File: src/sdcr_defs.svh
// Offsets, field positions, reset values and frame timing for the synthesizer config registers.
// Behaviour
// - Reference clock output drives only with its enable bit set and synthesizer enabled.
// - Reference clock output enable bit resets to one, no write needed.
// - Second divider code 0,1,2 gives divide by 1,2,4; code 3 reserved.
// - First divider code 0,1,2 gives divide by 5,4,3; code 3 reserved.
// - Third divider divides sampling clock by its 1 to 63 value, default 32.
// - Pre-emphasis field sets one level shared by every serial data lane.
`ifndef SDCR_DEFS_SVH
`define SDCR_DEFS_SVH

`define SDCR_ADDR_W         15
`define SDCR_FRAME_BITS     5'h18
`define SDCR_ADDR_DONE      5'h10

`define SDCR_OFS_REF_CTRL   15'h003C
`define SDCR_OFS_FBDIV_FS   15'h003D
`define SDCR_OFS_FBDIV_TH   15'h003E
`define SDCR_OFS_OSC_BIAS   15'h003F
`define SDCR_OFS_PREEMPH    15'h0048

`define SDCR_RST_REF_EN     1'h1
`define SDCR_RST_SECOND     2'h0
`define SDCR_RST_FIRST      2'h0
`define SDCR_RST_THIRD      6'h20
`define SDCR_RST_BIAS       7'h4F
`define SDCR_RST_PREEMPH    4'h0
`define SDCR_RST_RATIO1     3'h5
`define SDCR_RST_RATIO2     3'h1

`define SDCR_SECOND_MSB     3
`define SDCR_SECOND_LSB     2
`define SDCR_FIRST_MSB      1
`define SDCR_FIRST_LSB      0
`define SDCR_THIRD_MSB      5
`define SDCR_BIAS_MSB       6
`define SDCR_PREEMPH_MSB    3

`define SDCR_PIN_SCLK       0
`define SDCR_PIN_CSB        1
`define SDCR_PIN_SDI        2
`define SDCR_PIN_RST        3'h2

`endif

File: src/sdcr_pkg.sv
// Types shared by the synthesizer config register block.
package sdcr_pkg;

   // Divider settings as applied to the synthesizer.
   typedef struct packed {
      logic [2:0] first_ratio;
      logic [2:0] second_ratio;
      logic [5:0] third_ratio;
   } sdcr_div_t;

   // Stored register fields.
   typedef struct packed {
      logic       ref_en;
      logic [1:0] second_code;
      logic [1:0] first_code;
      logic [5:0] third_code;
      logic [6:0] bias;
      logic [3:0] preemph;
   } sdcr_fields_t;

endpackage

File: src/sdcr_top.sv
// Serial control port slave holding the synthesizer divider, bias and pre-emphasis registers.
`timescale 1ns/1ps
`default_nettype none
`include "sdcr_defs.svh"

// Frame on the serial port: chip select falls, then 24 rising clock edges carry a read flag,
// a 15-bit address and eight data bits, each field most significant bit first.
// Every pin passes three flip-flops and counts once the last two agree, so each serial
// clock phase must last at least two system clocks; faster activity is simply missed.
// A write commits on the 24th rising edge and reaches the outputs a clock later.
// A read loads the addressed register after the 16th rising edge and shifts it out on the
// following falling edges, with the data output enable high until chip select rises.
// An unmapped address is ignored on write and reads back as zero.
// Reserved bits are not stored and always read back as zero.
// Divider settings are stored at once but reach the synthesizer only while its reset bit
// is set, so a running loop never sees a half-changed ratio.
// There is no address increment: each frame moves exactly one byte.

module sdcr_top (
   input  wire logic               clk_i,
   input  wire logic               rst_b_i,
   input  wire logic               spi_sclk_i,
   input  wire logic               spi_csb_i,
   input  wire logic               spi_sdi_i,
   output logic                    spi_sdo_o,
   output logic                    spi_sdo_oe_o,
   input  wire logic               synth_enable_i,
   input  wire logic               synth_reset_bit_i,
   output logic                    ref_clock_out_en_o,
   output sdcr_pkg::sdcr_div_t     div_cfg_o,
   output logic [6:0]              oscillator_bias_o,
   output logic [3:0]              lane_preemphasis_level_o
);

   logic [2:0]               sync1_q;
   logic [2:0]               sync2_q;
   logic [2:0]               sync3_q;
   logic [2:0]               filt_q;
   logic [2:0]               agree;
   logic                     sclk_rise;
   logic                     sclk_fall;
   logic                     frame_start;
   logic [4:0]               cnt_q;
   logic [22:0]              shift_q;
   logic                     is_read_q;
   logic [7:0]               tx_q;
   logic [7:0]               wr_byte;
   logic [`SDCR_ADDR_W-1:0]  wr_addr;
   logic [4:0]               wr_sel;
   logic [4:0]               rd_sel;
   sdcr_pkg::sdcr_fields_t   regs_q;

   // Picks one of the five register offsets; bit order matches the read mux below.
   function automatic logic [4:0] reg_sel(input logic [`SDCR_ADDR_W-1:0] a);
      reg_sel = {a == `SDCR_OFS_PREEMPH, a == `SDCR_OFS_OSC_BIAS, a == `SDCR_OFS_FBDIV_TH,
                 a == `SDCR_OFS_FBDIV_FS, a == `SDCR_OFS_REF_CTRL};
   endfunction

   // Read value of a register; reserved bits return zero.
   function automatic logic [7:0] reg_read(input logic [4:0] s, input sdcr_pkg::sdcr_fields_t r);
      reg_read = 8'h00;
      case (1'b1)
         s[0]:    reg_read = {7'h00, r.ref_en};
         s[1]:    reg_read = {4'h0, r.second_code, r.first_code};
         s[2]:    reg_read = {2'h0, r.third_code};
         s[3]:    reg_read = {1'h0, r.bias};
         s[4]:    reg_read = {4'h0, r.preemph};
         default: reg_read = 8'h00;
      endcase
   endfunction

   // Second divider code to ratio; the reserved code maps to zero.
   function automatic logic [2:0] second_ratio(input logic [1:0] c);
      case (c)
         2'h0:    second_ratio = 3'h1;
         2'h1:    second_ratio = 3'h2;
         2'h2:    second_ratio = 3'h4;
         default: second_ratio = 3'h0;
      endcase
   endfunction

   // First divider code to ratio; the reserved code maps to zero.
   function automatic logic [2:0] first_ratio(input logic [1:0] c);
      case (c)
         2'h0:    first_ratio = 3'h5;
         2'h1:    first_ratio = 3'h4;
         2'h2:    first_ratio = 3'h3;
         default: first_ratio = 3'h0;
      endcase
   endfunction

   // Idle levels of the three pins, so that leaving reset raises no false edge.
   localparam logic [2:0] pin_rst = `SDCR_PIN_RST;

   // Three-stage pin synchronisers; a level counts once stages two and three agree.
   genvar g;
   generate
      for (g = 0; g < 3; g++) begin : g_sync
         always_ff @(posedge clk_i or negedge rst_b_i) begin
            if (!rst_b_i) begin
               sync1_q[g] <= pin_rst[g];
               sync2_q[g] <= pin_rst[g];
               sync3_q[g] <= pin_rst[g];
               filt_q[g]  <= pin_rst[g];
            end else begin
               sync1_q[g] <= (g == 0) ? spi_sclk_i : (g == 1) ? spi_csb_i : spi_sdi_i;
               sync2_q[g] <= sync1_q[g];
               sync3_q[g] <= sync2_q[g];
               if (agree[g]) begin
                  filt_q[g] <= sync2_q[g];
               end
            end
         end
         assign agree[g] = (sync2_q[g] == sync3_q[g]);
      end
   endgenerate

   // Edge events of the filtered pins.
   assign sclk_rise   = agree[`SDCR_PIN_SCLK] & sync2_q[`SDCR_PIN_SCLK] & ~filt_q[`SDCR_PIN_SCLK]
                        & ~filt_q[`SDCR_PIN_CSB];
   assign sclk_fall   = agree[`SDCR_PIN_SCLK] & ~sync2_q[`SDCR_PIN_SCLK] & filt_q[`SDCR_PIN_SCLK]
                        & ~filt_q[`SDCR_PIN_CSB];
   assign frame_start = agree[`SDCR_PIN_CSB] & ~sync2_q[`SDCR_PIN_CSB] & filt_q[`SDCR_PIN_CSB];
   assign wr_byte     = {shift_q[6:0], filt_q[`SDCR_PIN_SDI]};
   assign wr_addr     = shift_q[`SDCR_ADDR_W+6:7];

   // Register selects for the write address and for the read address as its last bit arrives.
   assign wr_sel      = reg_sel(wr_addr);
   assign rd_sel      = reg_sel({shift_q[`SDCR_ADDR_W-2:0], filt_q[`SDCR_PIN_SDI]});

   // Frame bit counter and command/address shifter; bits past the frame are ignored.
   // The counter stops at 24, so extra clock edges before chip select rises do nothing.
   always_ff @(posedge clk_i or negedge rst_b_i) begin
      if (!rst_b_i) begin
         cnt_q     <= 5'h00;
         shift_q   <= 23'h000000;
         is_read_q <= 1'b0;
      end else if (frame_start) begin
         cnt_q <= 5'h00;
      end else if (sclk_rise && cnt_q != `SDCR_FRAME_BITS) begin
         cnt_q   <= cnt_q + 5'h01;
         shift_q <= {shift_q[21:0], filt_q[`SDCR_PIN_SDI]};
         if (cnt_q == 5'h00) begin
            is_read_q <= filt_q[`SDCR_PIN_SDI];
         end
      end
   end

   // Read data path: loaded after the address, shifted out on falling clock edges.
   // Bit seven leaves first, so the host takes it on the 17th rising edge.
   always_ff @(posedge clk_i or negedge rst_b_i) begin
      if (!rst_b_i) begin
         tx_q         <= 8'h00;
         spi_sdo_o    <= 1'b0;
         spi_sdo_oe_o <= 1'b0;
      end else begin
         spi_sdo_oe_o <= is_read_q & ~filt_q[`SDCR_PIN_CSB] & (cnt_q >= `SDCR_ADDR_DONE);
         if (sclk_rise && cnt_q == `SDCR_ADDR_DONE - 5'h01) begin
            tx_q <= reg_read(rd_sel, regs_q);
         end else if (sclk_fall && cnt_q >= `SDCR_ADDR_DONE && cnt_q != `SDCR_FRAME_BITS) begin
            spi_sdo_o <= tx_q[7];
            tx_q      <= {tx_q[6:0], 1'b0};
         end
      end
   end

   // Register writes commit on the last data bit; reserved bits are not stored.
   // An unmapped address matches no select, so that frame changes nothing.
   always_ff @(posedge clk_i or negedge rst_b_i) begin
      if (!rst_b_i) begin
         regs_q.ref_en      <= `SDCR_RST_REF_EN;
         regs_q.second_code <= `SDCR_RST_SECOND;
         regs_q.first_code  <= `SDCR_RST_FIRST;
         regs_q.third_code  <= `SDCR_RST_THIRD;
         regs_q.bias        <= `SDCR_RST_BIAS;
         regs_q.preemph     <= `SDCR_RST_PREEMPH;
      end else if (sclk_rise && !is_read_q && cnt_q == `SDCR_FRAME_BITS - 5'h01) begin
         case (1'b1)
            wr_sel[0]: regs_q.ref_en <= wr_byte[0];
            wr_sel[1]: begin
               regs_q.second_code <= wr_byte[`SDCR_SECOND_MSB:`SDCR_SECOND_LSB];
               regs_q.first_code  <= wr_byte[`SDCR_FIRST_MSB:`SDCR_FIRST_LSB];
            end
            wr_sel[2]: regs_q.third_code <= wr_byte[`SDCR_THIRD_MSB:0];
            wr_sel[3]: regs_q.bias <= wr_byte[`SDCR_BIAS_MSB:0];
            wr_sel[4]: regs_q.preemph <= wr_byte[`SDCR_PREEMPH_MSB:0];
            default: regs_q <= regs_q;
         endcase
      end
   end

   // Divider settings reach the synthesizer only while it is held in reset.
   // A reserved code passes on as ratio zero, which the loop must never be released with.
   // Holding the last applied ratios keeps a running loop from seeing a partial update.
   always_ff @(posedge clk_i or negedge rst_b_i) begin
      if (!rst_b_i) begin
         div_cfg_o.first_ratio  <= `SDCR_RST_RATIO1;
         div_cfg_o.second_ratio <= `SDCR_RST_RATIO2;
         div_cfg_o.third_ratio  <= `SDCR_RST_THIRD;
      end else if (synth_reset_bit_i) begin
         div_cfg_o.first_ratio  <= first_ratio(regs_q.first_code);
         div_cfg_o.second_ratio <= second_ratio(regs_q.second_code);
         div_cfg_o.third_ratio  <= regs_q.third_code;
      end
   end

   // Analog controls and the reference output enable.
   // The reference output enable follows the synthesizer enable one clock later.
   always_ff @(posedge clk_i or negedge rst_b_i) begin
      if (!rst_b_i) begin
         ref_clock_out_en_o       <= 1'b0;
         oscillator_bias_o        <= `SDCR_RST_BIAS;
         lane_preemphasis_level_o <= `SDCR_RST_PREEMPH;
      end else begin
         ref_clock_out_en_o       <= regs_q.ref_en & synth_enable_i;
         oscillator_bias_o        <= regs_q.bias;
         lane_preemphasis_level_o <= regs_q.preemph;
      end
   end

endmodule

`default_nettype wire

File: config.mk
export PLATFORM = sky130hd
export DESIGN_NAME = sdcr_top
export DESIGN_NICKNAME = d
export VERILOG_FILES = /design/src/sdcr_pkg.sv /design/src/sdcr_top.sv
export VERILOG_INCLUDE_DIRS = /design/src
export SDC_FILE = /design/constraint.sdc
export NUM_CORES = 1
export LEC_CHECK = 0
export BUFFER_PORTS_ARGS = -buffer_cell sky130_fd_sc_hd__clkbuf_2
export CAP_MARGIN = 20
export CORE_ASPECT_RATIO = 0.75
export CORE_MARGIN = 2
export CORE_UTILIZATION = 50
export DETAILED_ROUTE_END_ITERATION = 7
export GPL_TIMING_DRIVEN = 0
export PLACE_DENSITY = 0.69
export SKIP_CTS_REPAIR_TIMING = 1
export SYNTH_ARGS = -nofsm -noshare
export SYNTH_HDL_FRONTEND = slang
export SYNTH_SLANG_ARGS = --single-unit
File: constraint.sdc
create_clock -name clk_i -period 2.65 [get_ports clk_i]
set_input_delay 0.265 -clock clk_i [delete_from_list [all_inputs] [get_ports clk_i]]
set_output_delay 0.265 -clock clk_i [all_outputs]
set_load 0.02 [all_outputs]
==> impl.org <==
** Run status
- The flow ran to the end, and the final reports show no timing, DRC or antenna violations.

** Setup path
- STA puts the critical path data required time at 2.91 ns.
- Top fanout value on the critical path :: 7
- Worst path cell trace :: ha_1, or3b_4, nor2_4, nand4_4, nor3_4, mux2_2
- On the critical path the largest part of the delay comes from simple AND/OR/NAND/NOR gates.
- Largest stage delay on the critical path :: 0.51 ns
- Setup crit start kind :: flip-flop
- Data on the critical path arrives at its endpoint at 2.57 ns.
- The critical path is of the flip-flop to flip-flop type.
- STA classifies the critical path endpoint as a flip-flop.
- Counting both buffers and inverters, the worst setup path holds a total of 0.
- Cell at the slowest stage of the critical path :: nor3_4

** Synthesis
- Counting flops with a built-in enable in the synthesized netlist gives 0.
- Most used standard cell by instance count after synthesis :: dfrtp_1
- After synthesis, flip-flops and latches occupy 60.8% of the total area.
- In this run the biggest area consumer among cell types represents 47.6% of the synthesized area.
- For this run, the leading register cell type out of synthesis is dfrtp_1.
- Counting distinct cell types in the post-synthesis netlist gives 48.
- Synthesized Nets :: 306
- Synthesis warning total :: 0
- Post-synthesis sequential element count :: 96
- In this run the mean area of a mapped cell was 13.6 um^2.
- The cell area that synthesis handed to floorplanning was 3990 um^2.
- Top area cells in the synthesized netlist :: dfrtp_1, mux2_2, dfstp_2
- Top cells by instance count after synthesis :: dfrtp_1, mux2_2, o21ai_0
- Synth async-reset ratio :: 100%
- Yosys top cell by area :: dfrtp_1
- Mapped Cells :: 293

** Final layout
- Area grow syn2layout :: 13.6%
- Number of diodes :: 0
- At the end of the flow, the number of nets in the layout was 353.
- Final std cells w/o fill :: 450
- In the final layout, the share of cells above drive strength 1 is 37.4%.

** GRT
- In the global route stage, overall resource usage came out at 18.6%.
- Global-route congestion overflow total :: 0
- The initial antenna violation count was 0.
- The number of global-route vias before repair is 2358.
- Entering global routing, the biggest net connects 57 pins.
- First-pass GRT wire length :: 12200 um

** Timing
- Post-route clock period utilization :: 87.2%
- On the final layout, the worst hold slack is 0.114 ns.
- After layout, the minimum clock period comes to 2.31 ns.
- Setup skew after layout :: 0.0166 ns
- For the pin with the worst max-slew slack, the measured transition is 0.589 ns.
- Unrepaired setup endpoints after global routing :: false
- Setup TNS :: 0 ns
- The number of hold violations in the final report was 0.
- Setup-violating endpoint count in the final report :: 0
- Fmax achieved :: 0.433 GHz
- The final number of max-transition violations is 0.
- Measured against its own limit, the worst slew margin works out to 60.2%.

** CTS
- Maximum root-to-sink buffer count :: 2
- The clock tree synthesis step divided the H-tree into 3 levels.
- TritonCTS clock tree :: done
- Clock insertion delay at the later pin of the skew report :: 0.37 ns
- After clock tree synthesis, the clock-pin slew on the worst setup and hold paths is 0.10 ns.
- Num CTS Buffers :: 9
- Sinks on the clock net :: 96
- Root Driver :: clkbuf_8

** Detailed routing
- Via count of the routed design :: 2399
- Post-detailed-route via-to-cell ratio :: 5.33
- Total Routed Length :: 7230 um
- Antenna-violating nets left :: 0
- Detailed router's first-iteration violation count :: 167
- Number of remaining DRC errors :: 0
- Routed len/inst :: 16.1 um
- The first detailed-routing pass ran for 4 iterations.

** Job
- Max-cap violations in this run came to 0.

** Floorplan
- 33 I/O pins were placed.
- Measured along the y axis, the die boundary spans 81.4 um.
- The floorplan step set the die width to 107 um.
- The initial utilization of the core area, before any placement, comes to 51.1%.
- The region available for standard cell placement spans 7810 um^2.
- The floorplan has 28 rows.
- Die ar. :: 8720 um^2

** Placement
- Final estimated routing congestion in global placement :: 0.865
- Including well taps, the total number of placed cells is 430.
- The count of buffers added on input and output ports is 31.
- Detailed placement ended at an HPWL of 5120 um.

** Power
- Power density normalized to cell area :: 642 nW/um^2
- Maximum resistive drop on vdd :: 0.349 mV
- The analysis attributes to cell leakage a power of 2.16 nW.

** Worst hold path
- In this run the worst hold path is classified as primary input to flip-flop.
==> metal layers <==
metal	vias to the layer above	part of all wire, %	track usage (%)	routed length, um
met3	5	4.0	5.62	290
met5	-	0	0	0
met2	41	43	27.0	3140
li1	1145	-	-	-
met1	1208	52	27.4	3750
met4	0	0.62	4.68	45
==> cell type report <==
| class | count | area (um^2) |
|---|---|---|
| Multi-Input combinational cell | 172 | 1460 |
| Timing Repair Buffer | 36 | 225 |
| Fill cell | 644 | 3280 |
| Buffer | 11 | 48.8 |
| Clock buffer | 10 | 128 |
| Clock inverter | 6 | 57.6 |
| Inverter | 14 | 52.6 |
| Tap cell | 105 | 131 |
| Sequential cell | 96 | 2430 |
==> layout by cell type, fill, tap and decap left out, types with 4 or more instances in the layout <==
| cell type | instances |
|---|---|
| dfrtp_1 | 76 |
| mux2_2 | 47 |
| clkbuf_2 | 30 |
| o21ai_0 | 22 |
| dfstp_2 | 20 |
| inv_1 | 14 |
| clkbuf_1 | 11 |
| nand2_1 | 11 |
| clkbuf_8 | 9 |
| nor2_1 | 7 |
| nand3_1 | 7 |
| a21oi_1 | 6 |
| ha_1 | 6 |
| mux2i_1 | 5 |
| nor4b_1 | 4 |
| nand3b_1 | 4 |
| mux2_4 | 4 |
| dlygate4sd3_1 | 4 |
==> flip-flops by register name (all words and copies together), names as in the netlist <==
signal,flops
shift_q,22
sync3_q,3
div_cfg_o,12
oscillator_bias_o,7
regs_q,22
tx_q,8
sync1_q,3
sync2_q,3
filt_q,3
is_read_q,1
spi_sdo_oe_o,1
lane_preemphasis_level_o,4
cnt_q,5
ref_clock_out_en_o,1
spi_sdo_o,1
==> through the flow <==
stage               instance area (um^2)  power (mW)  util (%)  worst slack (ns)
finish                              4530        2.91      58.0             0.340
floorplan                           3990        1.88         -             0.656
global placement                    4280        2.00      54.8             0.170
CTS                                 4490        2.94      57.5             0.304
detailed placement                  4310        2.03      55.2             0.345
global route                        4530        3.05      58.0             0.176
==> power breakdown <==
| group | switching, mW | internal [mW] | leakage, nW |
|---|---|---|---|
| clock | 0.539 | 0.367 | 0.0957 |
| combinational | 0.190 | 0.148 | 0.824 |
| sequential | 0.115 | 1.55 | 1.24 |
==> cell families (layout without fill, tap and decap cells) <==
family | count (synthesis) | after routing | synth area share, %
buf+inv | 25 | 77 | 2.54
flops | 96 | 96 | 60.8
xor+xnor | 1 | 1 | 0.219
mux | 56 | 56 | 16.0
simple gates | 61 | 61 | 10.9
compound gates | 47 | 47 | 7.43
fa+ha+maj | 7 | 7 | 2.13
==> worst paths after layout <==
check	cells past startpoint	to	from	slack (ns)
max	6	regs_q[8]	sync2_q[0]	0.34
min	2	ref_clock_out_en_o	synth_enable_i	0.11
min in group asynchronous	2	cnt_q[1]	rst_b_i	0.46
max in group asynchronous	3	regs_q[21]	rst_b_i	1.47
min reg2reg	0	sync2_q[0]	sync1_q[0]	0.36
max reg2reg	6	regs_q[8]	sync2_q[0]	0.34
(Power assumes the default switching activity.)
